$ cat config.mk
export PLATFORM = sky130hd
export DESIGN_NAME = usart_mode_command_core
export DESIGN_NICKNAME = d
export VERILOG_FILES = /design/src/usart_pkg.sv /design/src/pin_sync.sv /design/src/usart_mode_command_core.sv
export SDC_FILE = /design/constraint.sdc
export NUM_CORES = 1
export LEC_CHECK = 0
export BUFFER_PORTS_ARGS = -buffer_cell sky130_fd_sc_hd__buf_2
export CAP_MARGIN = 20
export CORE_MARGIN = 2
export CORE_UTILIZATION = 40
export DETAILED_ROUTE_END_ITERATION = 16
export PLACE_DENSITY_LB_ADDON = 0.1
export SYNTH_ARGS = -nofsm -noshare
export SYNTH_HDL_FRONTEND = slang
export SYNTH_SLANG_ARGS = --single-unit
$ cat constraint.sdc
create_clock -name clk -period 6.9 [get_ports clk]
set_input_delay 1.035 -clock clk [delete_from_list [all_inputs] [get_ports clk]]
set_output_delay 1.035 -clock clk [all_outputs]
set_load 0.05 [all_outputs]
$ cat src/usart_pkg.sv
/*
  Shared constants for the serial transceiver core: register offsets on the
  Wishbone slave, mode and command word fields, status word layout and the
  sequencing states.
  Assumes a single system clock; no other package is needed.
*/
package usart_pkg;

  // Register map, byte addresses on a 4-bit word-aligned address
  localparam int          ADR_W    = 4;
  localparam logic [3:0]  DATA_OFS = 4'h0;
  localparam logic [3:0]  CTRL_OFS = 4'h4;

  // Mode word fields
  localparam int          MODE_BAUD_LSB = 0;
  localparam int          MODE_LEN_LSB  = 2;
  localparam int          MODE_PEN      = 4;
  localparam int          MODE_EVEN     = 5;
  localparam int          MODE_EXTSYNC  = 6;
  localparam int          MODE_SINGLE   = 7;
  localparam int          MODE_STOP2    = 7;
  localparam logic [1:0]  BAUD_SYNC     = 2'h0;
  localparam logic [1:0]  BAUD_X1       = 2'h1;
  localparam logic [1:0]  BAUD_X16      = 2'h2;
  localparam logic [1:0]  BAUD_X64      = 2'h3;
  localparam logic [6:0]  FAC_X1        = 7'h01;
  localparam logic [6:0]  FAC_X16       = 7'h10;
  localparam logic [6:0]  FAC_X64       = 7'h40;
  localparam logic [3:0]  MIN_LEN       = 4'h5;

  // Command word fields
  localparam int          CMD_TXEN   = 0;
  localparam int          CMD_RXEN   = 2;
  localparam int          CMD_BREAK  = 3;
  localparam int          CMD_ERRCLR = 4;
  localparam int          CMD_IRST   = 6;
  localparam int          CMD_HUNT   = 7;

  // Status word fields
  localparam int          ST_TXRDY  = 0;
  localparam int          ST_RX_CHAR_READY  = 1;
  localparam int          ST_TXEMP  = 2;
  localparam int          ST_PERR   = 3;
  localparam int          ST_OVR    = 4;
  localparam int          ST_FERR   = 5;
  localparam int          ST_SYNC_DETECT_PIN = 6;

  // Which control word the next control write loads
  typedef enum logic [1:0] {
    PH_MODE  = 2'b00,
    PH_SYNC1 = 2'b01,
    PH_SYNC2 = 2'b10,
    PH_CMD   = 2'b11
  } phase_t;

  // Asynchronous receiver states
  typedef enum logic [1:0] {
    RX_IDLE  = 2'b00,
    RX_START = 2'b01,
    RX_BITS  = 2'b10
  } rxst_t;

endpackage

$ cat src/pin_sync.sv
/*
  Three-flop input synchroniser with a glitch filter and edge pulses.
  Assumes the input comes from outside the clk domain; a change is taken
  once the second and third flops agree.
*/
`timescale 1ns/1ps
module pin_sync #(
  parameter logic INIT = 1'b0
) (
  // Clock and reset
  input  wire logic clk,
  input  wire logic rst,
  // Raw input and filtered results
  input  wire logic din,
  output logic      level,
  output logic      rise,
  output logic      fall
);

  typedef struct packed {
    logic s1;
    logic s2;
    logic s3;
    logic lvl;
    logic rise;
    logic fall;
  } sync_st_t;

  sync_st_t q;
  sync_st_t d;

  // Only the second flop reads the first, so metastability stays contained
  always_comb begin
    d      = q;
    d.s1   = din;
    d.s2   = q.s1;
    d.s3   = q.s2;
    d.rise = 1'b0;
    d.fall = 1'b0;
    if (q.s2 == q.s3 && q.s3 != q.lvl) begin
      d.lvl  = q.s3;
      d.rise = q.s3;
      d.fall = ~q.s3;
    end
  end

  always_ff @(posedge clk or posedge rst) begin
    if (rst) begin
      q <= '{INIT, INIT, INIT, INIT, 1'b0, 1'b0};
    end else begin
      q <= d;
    end
  end

  assign level = q.lvl;
  assign rise  = q.rise;
  assign fall  = q.fall;

endmodule

$ cat src/usart_mode_command_core.sv
/*
  Programmable serial transceiver core: mode/sync/command word sequencing,
  asynchronous and synchronous transmit and receive, error flags and status.
  Assumes a classic Wishbone master on clk, bit clocks far slower than clk
  (at least about 8 clk periods per bit clock period) and external pins that
  are asynchronous to clk.
*/
`timescale 1ns/1ps
// Functional notes
// - After setup, control writes are commands.
// - Internal reset bit returns to mode format.
// - Parity excluded from length, never read back.
// - Short characters low-aligned, upper bits zero.
// - Async frame: start, data LSB first, parity, stops.
// - Tx on bit clock fall, divided 1/16/64.
// - Start bit rechecked at centre in 16x/64x.
// - Rx samples on rising edge; parity error flag.
// - Only first stop checked; low sets framing.
// - Char loads buffer; unread one overruns.
// - Error clear resets flags; flags never stall.
// - Sync tx idles high until data and clear-to-send.
// - Sync tx fills with sync chars, empty high.
// - Hunt compares every bit; double needs both.
// - Sync detect at last data/parity bit; read clears.
// - Sync parity checked whenever not hunting.
// - Enter hunt fills receive shift register with ones.
// - Outside hunt internal detect only at character boundaries.
// - Status read returns frozen status word.
// - Error clear bit clears parity, overrun, framing.
// - Hunt bit starts search; ignored in async.
module usart_mode_command_core (
  // Clock and reset
  input  wire logic                      clk,
  input  wire logic                      rst,
  // Wishbone slave
  input  wire logic                      wb_cyc_i,
  input  wire logic                      wb_stb_i,
  input  wire logic                      wb_we_i,
  input  wire logic [usart_pkg::ADR_W-1:0] wb_adr_i,
  input  wire logic [3:0]                wb_sel_i,
  input  wire logic [31:0]               wb_dat_i,
  output logic      [31:0]               wb_dat_o,
  output logic                           wb_ack_o,
  // Serial link
  input  wire logic                      tx_bit_clock,
  input  wire logic                      rx_bit_clock,
  input  wire logic                      serial_in,
  output logic                           serial_out,
  input  wire logic                      cts_n,
  // Sync detect pin, three-signal form
  input  wire logic                      sync_detect_pin_i,
  output logic                           sync_detect_pin_o,
  output logic                           sync_detect_pin_oe_n,
  // Host handshake levels
  output logic                           rx_char_ready,
  output logic                           tx_empty_flag,
  output logic                           tx_ready
);
  import usart_pkg::*;

  // All state; every field resets to zero, so polarities are chosen for that
  typedef struct packed {
    phase_t      phase;
    logic [7:0]  mode;
    logic [7:0]  cmd;
    logic [7:0]  sync1;
    logic [7:0]  sync2;
    logic        ack;
    logic [7:0]  rdata;
    logic [7:0]  txbuf;
    logic        txfull;
    logic [11:0] txsh;
    logic [3:0]  txcnt;
    logic [6:0]  txdiv;
    logic        txlow;
    logic        txstarted;
    logic        txbusy;
    logic        fill2;
    rxst_t       rxst;
    logic [6:0]  rxdiv;
    logic [3:0]  rxcnt;
    logic [7:0]  rxsh;
    logic        rxpar;
    logic [7:0]  rxbuf;
    logic        rdy;
    logic        pe;
    logic        oe;
    logic        fe;
    logic        sync_detect_pin;
    logic        hunt;
    logic [1:0]  hstage;
    logic        prevsync;
    logic        markseen;
  } core_st_t;

  core_st_t q;
  core_st_t d;

  logic txc_fall;
  logic rxc_rise;
  logic rxd_lvl;
  logic cts_lvl;
  logic syn_lvl;

  // Ones in the used character bits
  function automatic logic [7:0] char_mask(input logic [3:0] len);
    char_mask = 8'hff >> (4'd8 - len);
  endfunction

  // Last len bits shifted in, moved down to bit 0
  function automatic logic [7:0] align(input logic [7:0] sh, input logic [3:0] len);
    align = sh >> (4'd8 - len);
  endfunction

  function automatic logic [6:0] factor_of(input logic [1:0] baud);
    case (baud)
      BAUD_X16: factor_of = FAC_X16;
      BAUD_X64: factor_of = FAC_X64;
      default:  factor_of = FAC_X1;
    endcase
  endfunction

  // Parity bit value for a character; even sense gives an even total
  function automatic logic par_of(input logic [7:0] v, input logic even);
    par_of = (^v) ^ ~even;
  endfunction

  // Serial frame, LSB first, padded with ones above the last bit
  function automatic logic [11:0] tx_frame(input logic [7:0] data, input logic [3:0] len,
                                           input logic pen, input logic even,
                                           input logic async_m);
    logic [11:0] w;
    logic [7:0]  dd;
    logic [3:0]  nb;
    dd = data & char_mask(len);
    w  = {4'h0, dd};
    if (pen) begin
      w[len] = par_of(dd, even);
    end
    nb = len + {3'b000, pen};
    if (async_m) begin
      tx_frame = {w[10:0], 1'b0} | (12'hfff << (nb + 4'd1));
    end else begin
      tx_frame = w | (12'hfff << nb);
    end
  endfunction

  // Pin and bit clock synchronisers
  pin_sync #(.INIT(1'b0)) u_txc (
    .clk(clk), .rst(rst), .din(tx_bit_clock), .level(), .rise(), .fall(txc_fall)
  );
  pin_sync #(.INIT(1'b0)) u_rxc (
    .clk(clk), .rst(rst), .din(rx_bit_clock), .level(), .rise(rxc_rise), .fall()
  );
  pin_sync #(.INIT(1'b1)) u_rxd (
    .clk(clk), .rst(rst), .din(serial_in), .level(rxd_lvl), .rise(), .fall()
  );
  pin_sync #(.INIT(1'b1)) u_cts (
    .clk(clk), .rst(rst), .din(cts_n), .level(cts_lvl), .rise(), .fall()
  );
  pin_sync #(.INIT(1'b0)) u_syn (
    .clk(clk), .rst(rst), .din(sync_detect_pin_i), .level(syn_lvl), .rise(), .fall()
  );

  // Next-state logic: transmit, then bus, then receive, then internal reset.
  // Receive runs after the bus so a hardware set beats a same-cycle clear.
  always_comb begin
    logic [3:0]  len;
    logic        pen;
    logic        even;
    logic        sync_m;
    logic        ext;
    logic        single;
    logic [6:0]  fac;
    logic [11:0] fr;
    logic [3:0]  tlen;
    logic        req;
    logic        bnd;
    logic        deliver;
    logic [1:0]  stg;
    logic [7:0]  sh_new;
    logic [7:0]  chv;
    logic        pv;
    logic [7:0]  ch;
    d       = q;
    len     = MIN_LEN + {2'b00, q.mode[MODE_LEN_LSB+:2]};
    pen     = q.mode[MODE_PEN];
    even    = q.mode[MODE_EVEN];
    sync_m  = (q.mode[MODE_BAUD_LSB+:2] == BAUD_SYNC);
    ext     = sync_m & q.mode[MODE_EXTSYNC];
    single  = q.mode[MODE_SINGLE];
    fac     = sync_m ? FAC_X1 : factor_of(q.mode[MODE_BAUD_LSB+:2]);
    fr      = 12'hfff;
    tlen    = len + {3'b000, pen};
    if (!sync_m) begin
      tlen = tlen + 4'd2 + {3'b000, q.mode[MODE_STOP2]};
    end
    req     = wb_cyc_i & wb_stb_i & ~q.ack;
    bnd     = 1'b0;
    deliver = 1'b0;
    stg     = q.hstage;
    sh_new  = {rxd_lvl, q.rxsh[7:1]};
    chv     = 8'h00;
    pv      = 1'b0;
    ch      = q.sync1;

    // Transmit divider and shifter, one bit per divided falling edge
    if (txc_fall) begin
      d.txdiv = (q.txdiv == fac - 7'd1) ? 7'd0 : q.txdiv + 7'd1;
    end
    if (txc_fall && q.txdiv == fac - 7'd1 && q.phase == PH_CMD) begin
      if (q.txcnt != 4'd0) begin
        d.txlow = ~q.txsh[0];
        d.txsh  = {1'b1, q.txsh[11:1]};
        d.txcnt = q.txcnt - 4'd1;
      end else if (q.txfull && q.cmd[CMD_TXEN] && !cts_lvl) begin
        fr          = tx_frame(q.txbuf, len, pen, even, ~sync_m);
        d.txlow     = ~fr[0];
        d.txsh      = {1'b1, fr[11:1]};
        d.txcnt     = tlen - 4'd1;
        d.txfull    = 1'b0;
        d.txstarted = 1'b1;
        d.fill2     = 1'b0;
      end else if (sync_m && q.txstarted) begin
        // Line must keep moving once started, so send sync fill
        ch          = (q.fill2 && !single) ? q.sync2 : q.sync1;
        fr          = tx_frame(ch, len, pen, even, 1'b0);
        d.txlow     = ~fr[0];
        d.txsh      = {1'b1, fr[11:1]};
        d.txcnt     = tlen - 4'd1;
        d.fill2     = ~q.fill2 & ~single;
        d.txbusy    = 1'b0;
      end else begin
        d.txlow  = 1'b0;
        d.txbusy = q.txfull;
      end
    end

    // Wishbone access, answered one cycle after the request edge
    d.ack = req;
    if (req) begin
      d.rdata = 8'h00;
      if (wb_adr_i == DATA_OFS) begin
        if (wb_we_i && wb_sel_i[0]) begin
          d.txbuf  = wb_dat_i[7:0] & char_mask(len);
          d.txfull = 1'b1;
          d.txbusy = 1'b1;
        end else if (!wb_we_i) begin
          d.rdata = q.rxbuf;
          d.rdy   = 1'b0;
        end
      end else if (wb_adr_i == CTRL_OFS) begin
        if (wb_we_i && wb_sel_i[0]) begin
          case (q.phase)
            PH_MODE: begin
              d.mode  = wb_dat_i[7:0];
              d.phase = (wb_dat_i[MODE_BAUD_LSB+:2] == BAUD_SYNC) ? PH_SYNC1 : PH_CMD;
            end
            PH_SYNC1: begin
              d.sync1 = wb_dat_i[7:0] & char_mask(len);
              d.phase = single ? PH_CMD : PH_SYNC2;
            end
            PH_SYNC2: begin
              d.sync2 = wb_dat_i[7:0] & char_mask(len);
              d.phase = PH_CMD;
            end
            default: begin
              d.cmd = wb_dat_i[7:0];
              if (wb_dat_i[CMD_ERRCLR]) begin
                d.pe = 1'b0;
                d.oe = 1'b0;
                d.fe = 1'b0;
              end
              if (wb_dat_i[CMD_HUNT] && sync_m) begin
                d.hunt   = 1'b1;
                d.hstage = 2'd0;
                d.rxcnt  = 4'd0;
                d.rxsh   = 8'hff;
              end
            end
          endcase
        end else if (!wb_we_i) begin
          // Snapshot taken in one cycle, so no update lands mid-read
          d.rdata = {1'b0, q.sync_detect_pin, q.fe, q.oe, q.pe, ~q.txbusy, q.rdy, ~q.txfull};
          d.sync_detect_pin = 1'b0;
        end
      end
    end

    // Receiver, clocked by rising edges of the receive bit clock
    if (rxd_lvl) begin
      d.markseen = 1'b1;
    end
    if (rxc_rise && q.phase == PH_CMD) begin
      if (!sync_m) begin
        case (q.rxst)
          RX_IDLE: begin
            if (q.markseen && !rxd_lvl) begin
              d.rxdiv = (fac == FAC_X1) ? 7'd0 : 7'd1;
              d.rxcnt = 4'd0;
              d.rxst  = (fac == FAC_X1) ? RX_BITS : RX_START;
            end
          end
          RX_START: begin
            if (q.rxdiv == (fac >> 1)) begin
              d.rxdiv = 7'd0;
              d.rxst  = rxd_lvl ? RX_IDLE : RX_BITS;
            end else begin
              d.rxdiv = q.rxdiv + 7'd1;
            end
          end
          RX_BITS: begin
            if (q.rxdiv == fac - 7'd1) begin
              d.rxdiv = 7'd0;
              d.rxcnt = q.rxcnt + 4'd1;
              if (q.rxcnt < len) begin
                d.rxsh = sh_new;
              end else if (pen && q.rxcnt == len) begin
                d.rxpar = rxd_lvl;
              end else begin
                // Only the first stop bit is looked at
                if (!rxd_lvl) begin
                  d.fe = 1'b1;
                end
                d.rxst  = RX_IDLE;
                deliver = 1'b1;
                // Re-arm only once the line is back at mark, so a line held
                // low cannot start another character without a falling edge
                d.markseen = 1'b0;
                chv     = align(q.rxsh, len);
                pv      = q.rxpar;
              end
            end else begin
              d.rxdiv = q.rxdiv + 7'd1;
            end
          end
          default: d.rxst = RX_IDLE;
        endcase
      end else if (ext) begin
        // External detect: pin level may mark any bit boundary
        if (syn_lvl) begin
          d.sync_detect_pin = 1'b1;
        end
        if (q.hunt) begin
          if (syn_lvl) begin
            d.hunt  = 1'b0;
            d.rxcnt = 4'd0;
          end
        end else begin
          bnd = 1'b1;
        end
      end else if (q.hunt && q.hstage == 2'd0) begin
        d.rxsh = sh_new;
        if (align(sh_new, len) == q.sync1) begin
          if (pen) begin
            d.hstage = 2'd1;
            d.rxcnt  = len;
          end else begin
            stg     = 2'd1;
            deliver = 1'b1;
            chv     = q.sync1;
          end
        end
      end else begin
        bnd = 1'b1;
      end
      // Synchronous character assembly, boundary at last data or parity bit
      if (bnd) begin
        if (q.rxcnt < len) begin
          d.rxsh = sh_new;
        end
        if (q.rxcnt == tlen - 4'd1) begin
          d.rxcnt = 4'd0;
          deliver = 1'b1;
          chv     = align((q.rxcnt < len) ? sh_new : q.rxsh, len);
          pv      = (q.rxcnt < len) ? q.rxpar : rxd_lvl;
        end else begin
          d.rxcnt = q.rxcnt + 4'd1;
        end
      end
    end

    // Completed character: hunt progress, or hand over to the host
    if (deliver) begin
      if (sync_m && q.hunt && !ext) begin
        if (stg == 2'd1 && !single) begin
          d.hstage = 2'd2;
          d.rxcnt  = 4'd0;
        end else if (stg == 2'd1 || chv == q.sync2) begin
          d.hunt     = 1'b0;
          d.hstage   = 2'd0;
          d.sync_detect_pin   = 1'b1;
          d.prevsync = 1'b0;
        end else begin
          d.hstage = 2'd0;
        end
      end else begin
        if (pen && pv != par_of(chv, even)) begin
          d.pe = 1'b1;
        end
        if (q.cmd[CMD_RXEN]) begin
          d.rxbuf = chv;
          d.rdy   = 1'b1;
          if (q.rdy) begin
            d.oe = 1'b1;
          end
        end
        if (sync_m && !ext) begin
          d.prevsync = (chv == q.sync1);
          if (single ? (chv == q.sync1) : (q.prevsync && chv == q.sync2)) begin
            d.sync_detect_pin = 1'b1;
          end
        end
      end
    end

    // A disabled receiver holds ready low
    if (!d.cmd[CMD_RXEN]) begin
      d.rdy = 1'b0;
    end

    // Internal reset: back to the mode word, bus answer still completes
    if (req && wb_we_i && wb_sel_i[0] && wb_adr_i == CTRL_OFS && q.phase == PH_CMD
        && wb_dat_i[CMD_IRST]) begin
      d          = '0;
      d.ack      = 1'b1;
      d.markseen = q.markseen;
    end
  end

  // State register; reset value is all zeros
  always_ff @(posedge clk or posedge rst) begin
    if (rst) begin
      q <= '0;
    end else begin
      q <= d;
    end
  end

  // Outputs
  assign wb_ack_o             = q.ack;
  assign wb_dat_o             = {24'h000000, q.rdata};
  assign serial_out           = ~(q.txlow | q.cmd[CMD_BREAK]);
  assign rx_char_ready        = q.rdy;
  assign tx_empty_flag        = ~q.txbusy;
  assign tx_ready             = ~q.txfull & q.cmd[CMD_TXEN] & ~cts_lvl;
  // Pin driven in all but external sync mode
  assign sync_detect_pin_o    = q.sync_detect_pin;
  assign sync_detect_pin_oe_n = (q.mode[MODE_BAUD_LSB+:2] == BAUD_SYNC) & q.mode[MODE_EXTSYNC];

endmodule

==> metrics.txt, run 1 <==
hpwl dp=21080 microns; clock-pin slew of the registers on the worst-case setup and hold paths=0.07 ns; Max FO, Critical Path=16; Die Ht=159.7 microns; Synthesis Warnings=0; crit path DAT=5.99 ns; power share of the clock group=40.8%; status=complete, no violations; GRT Total Usage=23.33%; ranking of synthesized cells by area=dfrtp_1 33%, nand2_1 5.7%, nor2_1 5.1%, ha_1 4.3%, o21ai_0 3.6%; Buffers on Ports=37; Sequential Power Share=36.4%; leak pwr=4.498 nW; Util after Layout=44.66%; Yosys reg bits=136; Hold Crit Class=flop to flop; CTS tree=yes; WL/cell=19.83 microns; Setup Skew=0.01690 ns; Syn Inst Count=1175; Vias/cell=5.793; Cell Rows=56; vias in the first global route=8049; CTS Buf Count=17; leading area contributor after synthesis=dfrtp_1; power per cell area=229.7 nW/um^2; kind of critical path=flop to flop; die width=159.7 microns; Area growth, synth to finish=8.818%; final net count=1243; Slew HR=26.84%; multi-input logic area=5655 sq um; gpl congestion=0.9024; Final Max Slew Viols=0; period utilization=82.45%; Post-DRT Antenna Nets=0; worst-margin pin slew=1.090 ns; number of remaining DRC errors=0; count leader, synth=nand2_1; RSZ-0062 raised after global routing=false; initial core utilization=41.04%; min setup slack post-route=1.211 ns; fmax=0.1758 GHz; Post-CTS Setup Bufs=0; vias after detailed routing=8638; Critical Path End Type=flop; Worst-Skew Late Latency=0.44 ns; Initial DRC Count=847; Die ar.=25490 sq um; CTS Sinks=136; required time worst endpoint=7.20 ns; post-synth top area share=33.05%; Sw Share=34.37%; Root Buffer=clkbuf_16; core footprint=23610 sq um; antenna violations before repair=1; Yosys cell types=87; share of cells above drive strength 1=10.58%; Ports=89; sequential cell area=3413 sq um; final hold viol count=0; Synth top cells by count=147 x nand2_1, 132 x nor2_1, 128 x dfrtp_1; Max-cap violations=0; Int Power=1.590 mW; fillers=2368; Post-Route WL=29570 microns; CP Launch Type=flop; combinational share of power=22.9%; Mapped Area=9692 sq um; antenna cell count=0; # resized after CTS=0; Bufs on Longest Clock Path=2; largest net degree at the start of global routing=81; number of enable flip-flop cells after synthesis=0; Sw Pwr=0.8325 mW; design area=10550 sq um; Avg Inst Size Synth=8.248 sq um; Initial DRT Pass Iterations=6; VDD IR max=0.0001440 V; first-pass GRT wire length=46930 microns; GR Overflow Total=0; H-tree depth=4; # hold bufs at CTS=0; setup TNS=0 ns; ys async rst share=100.0%; Final setup viols=0; Primary FF master, synth=dfrtp_1; fin crit period=5.689 ns; Post-Place Cell Area=9910 sq um; DP Worst Slack=1.302 ns; register area share after synthesis=35.22%
-- cell usage in the layout, fill, tap and decap left out, drive strengths merged, types with 12 or more instances in the layout --
master  Yosys  layout
a21oi      66      66
a31oi      19      19
nand3      37      37
dfrtp     128     128
mux2i      30      30
o21ai      74      74
ha         33      33
inv        41      49
a22o       13      13
clkbuf     63      17
nor3       32      32
nor2      132     132
nor4       12      12
xnor2      34      34
nand2     148     148
a211oi     27      27
buf        46      51
and3       14      14
conb        1      24
-- final timing paths --
| check | start | endpoint | slack, ns | cells after the start |
|---|---|---|---|---|
| max in group asynchronous | rst | wb_dat_o[1] | 4.91 | 3 |
| worst max register to register | q[111] | q[1] | 1.21 | 20 |
| worst min-delay path | u_syn.d[4] | u_syn.d[3] | 0.35 | 0 |
| min in group asynchronous | rst | u_rxc.level | 0.74 | 2 |
| worst min register to register | u_syn.d[4] | u_syn.d[3] | 0.35 | 0 |
| worst max-delay path | q[111] | q[1] | 1.21 | 20 |
-- power by group through the flow --
stage	Clock [mW]	Combinational (mW)	Sequential [mW]
after global routing	1.05	0.607	0.888
after detailed placement	0	0.548	0.896
after floorplan	0	0.445	0.876
final	0.987	0.554	0.881
after global placement	0	0.544	0.896
after CTS	1.01	0.551	0.881
-- cells by family after synthesis --
group,synth area share (%)
simple gates,22.66
compound gates,21.51
buf+inv,7.384
flops,35.22
xor+xnor,4.531
fa+ha+maj,4.983
mux,3.679
other cells,0.03869
-- layout make-up --
type,instances,share of cell area [%]
multi-input combinational,912,53.62
inverter,41,1.507
clock buffer,17,4.034
timing repair buffer,51,2.752
sequential,136,32.36
clock inverter,15,1.934
tap,319,3.785
-- per-stage QoR --
step                      instances  power (mW)  hold slack (ns)
final                          1491       2.422           0.3452
after global routing           1491       2.543           0.3566
after CTS                      1490       2.437           0.3481
after detailed placement       1458       1.443           0.3371
after global placement         1458       1.440           0.3327
after floorplan                1198       1.321           0.3312
-- state kept, by name (all words and copies together) (netlist names) --
name / count
u_txc.fall: 1
rx_char_ready: 1
u_syn.q: 1
u_rxd.level: 1
u_cts.level: 1
q: 103
u_rxc.level: 1
u_txc.d: 2
u_rxc.d: 2
wb_ack_o: 1
u_rxd.q: 1
u_rxc.rise: 1
sync_detect_pin_o: 1
u_txc.level: 1
u_syn.level: 1
u_txc.q: 1
u_rxd.d: 2
wb_dat_o: 8
u_cts.q: 1
u_syn.d: 2
u_rxc.q: 1
u_cts.d: 2
-- layer usage --
metal / wire length (microns) / GRT usage [%] / vias up
met1: 14100 / 33.40 / 4183
met3: 1700 / 3.714 / 43
met5: 15 / 0 / -
met4: 683 / 7.397 / 2
li1: - / - / 4134
met2: 13070 / 36.09 / 276
-- worst max-delay path, stage by stage (launching register included) --
cell	delay, ns
dfrtp_1	0.41
inv_1	0.08
ha_1	0.21
fa_1	0.76
inv_1	0.12
ha_1	0.32
nand2_1	0.07
o21ai_0	0.09
ha_1	0.21
xnor2_1	0.26
xnor3_1	0.29
o2111a_1	0.21
and3_1	0.63
nand3_1	0.24
o21ai_1	0.41
nand2_1	0.11
nor4b_1	0.28
nor3_1	0.10
or3_4	0.36
o311ai_1	0.29
a21oi_1	0.10
Note: power is estimated with default switching activity, not from simulation.
==> inputs of run 2 (changes only) <==
==> constraint.sdc (replaced) <==
create_clock -name clk -period 5.3 [get_ports clk]
set_input_delay 0.795 -clock clk [delete_from_list [all_inputs] [get_ports clk]]
set_output_delay 0.795 -clock clk [all_outputs]
set_load 0.05 [all_outputs]
==> metrics.txt, run 2 (synthesized netlist as in run 1, its figures left out) <==
Area growth, synth to finish=10.51% (was 8.818%); number of remaining DRC errors=0 (unchanged); WL/cell=19.74 microns (was 19.83 microns); kind of critical path=flop to flop (unchanged); required time worst endpoint=5.62 ns (was 7.20 ns); Initial DRT Pass Iterations=5 (was 6); leak pwr=4.605 nW (was 4.498 nW); fillers=2370 (was 2368); power share of the clock group=41.5% (was 40.8%); CTS Buf Count=17 (unchanged); Bufs on Longest Clock Path=2 (unchanged); clock-pin slew of the registers on the worst-case setup and hold paths=0.07 ns (about the same); share of cells above drive strength 1=12.20% (was 10.58%); Final setup viols=0 (unchanged); vias after detailed routing=8685 (was 8638); Sequential Power Share=35.4% (was 36.4%); H-tree depth=4 (unchanged); max reg flops=103 (unchanged); Post-CTS Setup Bufs=0 (unchanged); Max FO, Critical Path=12 (was 16); Ports=89 (unchanged); Sw Share=33.89% (was 34.37%); Worst-Skew Late Latency=0.44 ns (about the same); period utilization=93.10% (was 82.45%); Critical Path End Type=flop (unchanged); Root Buffer=clkbuf_16 (unchanged); Buffers on Ports=37 (unchanged); Post-Route WL=29790 microns (was 29570 microns); Tot Pwr=3.230 mW (was 2.422 mW); final net count=1260 (was 1243); fmax=0.2027 GHz (was 0.1758 GHz); CP Launch Type=flop (unchanged); Die Ht=159.7 microns (unchanged); worst-margin pin slew=0.9788 ns (was 1.090 ns); Int Power=2.136 mW (was 1.590 mW); antenna violations before repair=1 (unchanged); Die ar.=25490 sq um (unchanged); GRT Total Usage=23.46% (was 23.33%); hpwl dp=21270 microns (was 21080 microns); GR Overflow Total=0 (unchanged); RSZ-0062 raised after global routing=false (unchanged); vias in the first global route=8235 (was 8049); die width=159.7 microns (unchanged); CTS Sinks=136 (unchanged); setup TNS=0 ns (unchanged); core footprint=23610 sq um (unchanged); Post-DRT Antenna Nets=0 (unchanged); first-pass GRT wire length=47290 microns (was 46930 microns); VDD IR max=0.0002011 V (was 0.0001440 V); fin crit period=4.935 ns (was 5.689 ns); Initial DRC Count=852 (was 847); initial core utilization=41.04% (unchanged); most frequent cells in the layout=147 x nand2_1, 132 x nor2_1, 128 x dfrtp_1, 70 x o21ai_0, 65 x a21oi_1 (unchanged); largest net degree at the start of global routing=102 (was 81); power per cell area=301.6 nW/um^2 (was 229.7 nW/um^2); multi-input logic area=5670 sq um (was 5655 sq um); Vias/cell=5.755 (was 5.793); Cell Count Post-Placement=1474 (was 1458); WHS=0.3510 ns (was 0.3452 ns); gpl congestion=0.8765 (was 0.9024); Max-cap violations=0 (unchanged); crit path DAT=5.25 ns (was 5.99 ns); Slew HR=34.74% (was 26.84%); commonest non-fill, non-tap cell in the layout=nand2_1 (unchanged); final hold viol count=0 (unchanged); Final Max Slew Viols=0 (unchanged); Top reg by flops=q (unchanged); Cell Rows=56 (unchanged); Non-Filler Instances=1509 (was 1491); sequential cell area=3413 sq um (unchanged); status=complete, no violations (unchanged); Setup Skew=0.01693 ns (was 0.01690 ns); Util after Layout=45.36% (was 44.66%); Sw Pwr=1.095 mW (was 0.8325 mW); CTS tree=yes (unchanged); combinational share of power=23.1% (was 22.9%); Hold Crit Class=flop to flop (unchanged)
==> run 2: per-stage QoR <==
stage / area (sq um) / setup slack [ns]
floorplan: 9807 / 0.0009641
global placement: 10040 / 0.3055
detailed placement: 10040 / 0.2408
CTS: 10690 / 0.1999
global route: 10710 / 0.04461
finish: 10710 / 0.3655
==> run 2: worst max-delay path, stage by stage, from the launching register on <==
cell and delay, ns:
dfrtp_1 0.43, inv_1 0.08, ha_1 0.21, fa_1 0.50, inv_1 0.07, ha_1 0.31
nand2_1 0.06, o21ai_0 0.08, ha_1 0.22, xnor2_2 0.21, xnor3_1 0.36, o2111a_1 0.15
and3_2 0.34, o31ai_1 0.17, o221ai_1 0.36, nor4bb_1 0.35, a31o_2 0.15, a21oi_2 0.08
nor4_1 0.31, a21oi_1 0.12, o221a_2 0.25
==> run 2: timing repair <==
action / in CTS / in global routing
setup endpoints to repair: 0 / 4
hold buffers: 0 / 0
gates resized for setup: 0 / 3
==> run 2: area by class of cell <==
| class | count | area share [%] |
|---|---|---|
| antenna | 1 | 0.02336 |
| clock buffer | 17 | 3.972 |
| clock inverter | 15 | 2.079 |
| inverter | 41 | 1.484 |
| multi-input combinational | 912 | 52.94 |
| sequential | 136 | 31.87 |
| tap | 319 | 3.727 |
| timing repair buffer | 68 | 3.902 |
==> run 2: layer usage <==
| layer | vias up | track usage (%) | wire, microns |
|---|---|---|---|
| met5 | - | 0 | 0 |
| met4 | 0 | 7.190 | 527 |
| met3 | 39 | 3.870 | 1820 |
| met2 | 330 | 36.44 | 13360 |
| met1 | 4148 | 33.46 | 14080 |
| li1 | 4168 | - | - |
==> run 2: worst paths after layout <==
path                       startpoint  slack [ns]  depth (start not counted)    endpoint
max in group asynchronous         rst        3.70                          3  u_rxd.d[3]
min in group asynchronous         rst        0.54                          2  u_rxc.d[4]
min                        u_rxc.d[4]        0.35                          0  u_rxc.d[3]
max                            q[111]        0.37                         20        q[4]
min reg2reg                u_rxc.d[4]        0.35                          0  u_rxc.d[3]
max reg2reg                    q[111]        0.37                         20        q[4]
==> run 2: power by group through the flow <==
stage / combinational (mW) / clock [mW] / sequential, mW
after floorplan: 0.586 / 0 / 1.14
after global placement: 0.732 / 0 / 1.16
after detailed placement: 0.736 / 0 / 1.16
after CTS: 0.742 / 1.37 / 1.14
after global routing: 0.822 / 1.41 / 1.15
final: 0.745 / 1.34 / 1.14
==> inputs of run 3 (changes only) <==
--- a/config.mk
+++ b/config.mk
@@ -11,6 +11,8 @@
 export CORE_UTILIZATION = 40
 export DETAILED_ROUTE_END_ITERATION = 16
 export PLACE_DENSITY_LB_ADDON = 0.1
+export REMOVE_ABC_BUFFERS = 1
+export SLEW_MARGIN = 5
 export SYNTH_ARGS = -nofsm -noshare
 export SYNTH_HDL_FRONTEND = slang
 export SYNTH_SLANG_ARGS = --single-unit
==> metrics.txt, run 3 (synthesized netlist as in run 1, its figures left out) <==
status=complete, no violations (unchanged); most used cell, CP=ha_1 (unchanged); Die ar.=25490 sq um (unchanged); period utilization=93.98% (was 93.10%); Max-cap violations=0 (unchanged); Post-DRT Antenna Nets=0 (unchanged); Reg2Reg Depth=20 (unchanged); crit path DAT=5.29 ns (was 5.25 ns); final net count=1263 (was 1260); Vias/cell=5.777 (was 5.755); commonest non-fill, non-tap cell in the layout=nand2_1 (unchanged); Root Buffer=clkbuf_16 (unchanged); WHS=0.3498 ns (was 0.3510 ns); r2r endpoint=q[4] (unchanged); Slew HR=41.83% (was 34.74%); gpl congestion=0.9223 (was 0.8765); H-tree depth=4 (unchanged); CTS tree=yes (unchanged); CTS Sinks=136 (unchanged); Critical Path End Type=flop (unchanged); Post-CTS Setup Bufs=0 (unchanged); largest net degree at the start of global routing=94 (was 102); Worst-Skew Late Latency=0.43 ns (was 0.44 ns); antenna violations before repair=0 (was 1); first-pass GRT wire length=47710 microns (was 47290 microns); most frequent cells in the layout=147 x nand2_1, 132 x nor2_1, 128 x dfrtp_1, 70 x o21ai_0, 65 x a21oi_1 (unchanged); Max FO, Critical Path=12 (unchanged); Area growth, synth to finish=10.11% (was 10.51%); Hold Crit Class=flop to flop (unchanged); leak pwr=4.583 nW (was 4.605 nW); GR Overflow Total=0 (unchanged); RSZ-0062 raised after global routing=false (unchanged); Cell Count Post-Placement=1477 (was 1474); hold worst-path end=u_syn.d[3] (was u_rxc.d[3]); CTS Buf Count=17 (unchanged); CP Launch Type=flop (unchanged); fillers=2400 (was 2370); WL/cell=19.65 microns (was 19.74 microns); Post-Route WL=29730 microns (was 29790 microns); power per cell area=291.3 nW/um^2 (was 301.6 nW/um^2); Ports=89 (unchanged); Non-Filler Instances=1513 (was 1509); worst-margin pin slew=0.8725 ns (was 0.9788 ns); Bufs on Longest Clock Path=2 (unchanged); Top reg by flops=q (unchanged); CP max-delay cell=fa_1 (unchanged); Die Ht=159.7 microns (unchanged); vias after detailed routing=8740 (was 8685); final hold viol count=0 (unchanged); CP Cell Sequence=inv_1 -> ha_1 -> fa_1 -> inv_1 -> ha_1 -> nand2_1 -> o21ai_0 -> ha_1 -> xnor2_1 -> xnor3_1 -> o2111a_1 -> and3_2 -> buf_4 -> o31a_2 -> o21a_1 -> nor3_1 -> a21oi_2 -> nor4_1 -> a21oi_1 -> o221a_2 (was inv_1 -> ha_1 -> fa_1 -> inv_1 -> ha_1 -> nand2_1 -> o21ai_0 -> ha_1 -> xnor2_2 -> xnor3_1 -> o2111a_1 -> and3_2 -> o31ai_1 -> o221ai_1 -> nor4bb_1 -> a31o_2 -> a21oi_2 -> nor4_1 -> a21oi_1 -> o221a_2); fin crit period=4.981 ns (was 4.935 ns); reg2reg start=q[111] (unchanged); GRT Total Usage=23.55% (was 23.46%); Buffers on Ports=37 (unchanged); initial core utilization=41.04% (unchanged); kind of critical path=flop to flop (unchanged); number of remaining DRC errors=0 (unchanged); hold path depth=0 (unchanged); Final Max Slew Viols=0 (unchanged); Setup Skew=0.01385 ns (was 0.01693 ns); vias in the first global route=8189 (was 8235); max reg flops=103 (unchanged); min-delay src=u_syn.d[4] (was u_rxc.d[4]); hpwl dp=21660 microns (was 21270 microns); VDD IR max=0.0002154 V (was 0.0002011 V); Initial DRT Pass Iterations=5 (unchanged); Final setup viols=0 (unchanged); Initial DRC Count=714 (was 852); Max stage delay on crit path=0.50 ns (about the same); flop-to-flop setup slack=0.32 ns (was 0.37 ns); share of cells above drive strength 1=12.33% (was 12.20%); required time worst endpoint=5.61 ns (was 5.62 ns); CP bufs+invs=3 (was 2); core footprint=23610 sq um (unchanged); die width=159.7 microns (unchanged); clock-pin slew of the registers on the worst-case setup and hold paths=0.07 ns (about the same); Cell Rows=56 (unchanged); fmax=0.2008 GHz (was 0.2027 GHz); kind of cell adding the most delay to the critical path=compound AO/OA/AOI/OAI gates (unchanged)
-- run 3: cell count changes in the layout (fill, tap and decap cells not counted), moves of 2 or more --
cell        delta
clkinvlp_4     +3
inv_8          -3
bufinv_16      -2
inv_6          +3
buf_4          +3
-- run 3: routing by layer --
layer / global-route usage [%] / wire [microns] / up-vias
met5: 0 / 0 / -
met4: 8.306 / 667 / 0
met3: 3.221 / 1519 / 31
met2: 35.16 / 13050 / 290
met1: 34.80 / 14490 / 4248
li1: - / - / 4171
-- run 3: worst max-delay path by stage --
| stage | from | endpoint | slack (ns) | depth (start not counted) |
|---|---|---|---|---|
| after floorplan | q[111] | q[1] | -0.51 | 20 |
| after global placement | q[111] | q[8] | 0.26 | 20 |
| after detailed placement | q[111] | q[1] | 0.23 | 20 |
| after CTS | q[111] | q[1] | 0.22 | 20 |
| after global routing | q[111] | q[8] | 0.009 | 20 |
| final | q[111] | q[4] | 0.32 | 20 |
-- run 3: through the flow --
step	TNS, ns	power (mW)	setup WS (ns)	instance area, sq um	util [%]
4_1_cts	0	3.128	0.2176	10640	45.08
3_3_place_gp	0	1.893	0.2629	10050	42.57
2_1_floorplan	-1.690	1.681	-0.5064	9216	-
6_report	0	3.108	0.3193	10670	45.19
3_5_place_dp	0	1.896	0.2324	10050	42.57
5_1_grt	0	3.259	0.009251	10670	45.17
-- run 3: final cells by class --
cell class | count | area [sq um] | area share, %
antenna | 2 | 5.005 | 0.04690
clock buffer | 18 | 439.2 | 4.115
timing repair buffer | 71 | 440.4 | 4.127
multi-input combinational | 912 | 5663 | 53.07
clock inverter | 14 | 152.6 | 1.430
tap | 319 | 399.1 | 3.740
inverter | 41 | 158.9 | 1.489
sequential | 136 | 3413 | 31.98
-- run 3: worst reg2reg max path, stage by stage, from the launching register on --
cell and delay, ns:
dfrtp_1 0.42, inv_1 0.08, ha_1 0.21, fa_1 0.50
inv_1 0.06, ha_1 0.30, nand2_1 0.06, o21ai_0 0.09
ha_1 0.20, xnor2_1 0.25, xnor3_1 0.39, o2111a_1 0.14
and3_2 0.34, buf_4 0.21, o31a_2 0.42, o21a_1 0.19
nor3_1 0.17, a21oi_2 0.10, nor4_1 0.35, a21oi_1 0.12
o221a_2 0.25
-- run 3: report_power, final --
part | leakage, nW | internal, mW | total, mW | switching (mW)
sequential | 1.71 | 1.08 | 1.14 | 0.0580
combinational | 2.59 | 0.281 | 0.742 | 0.462
clock | 0.282 | 0.679 | 1.22 | 0.544
-- run 3: repair_timing --
action,CTS,global route
setup endpoints to repair,0,9
hold buffers,0,0
resized for setup,0,3
hold endpoints to repair,0,0
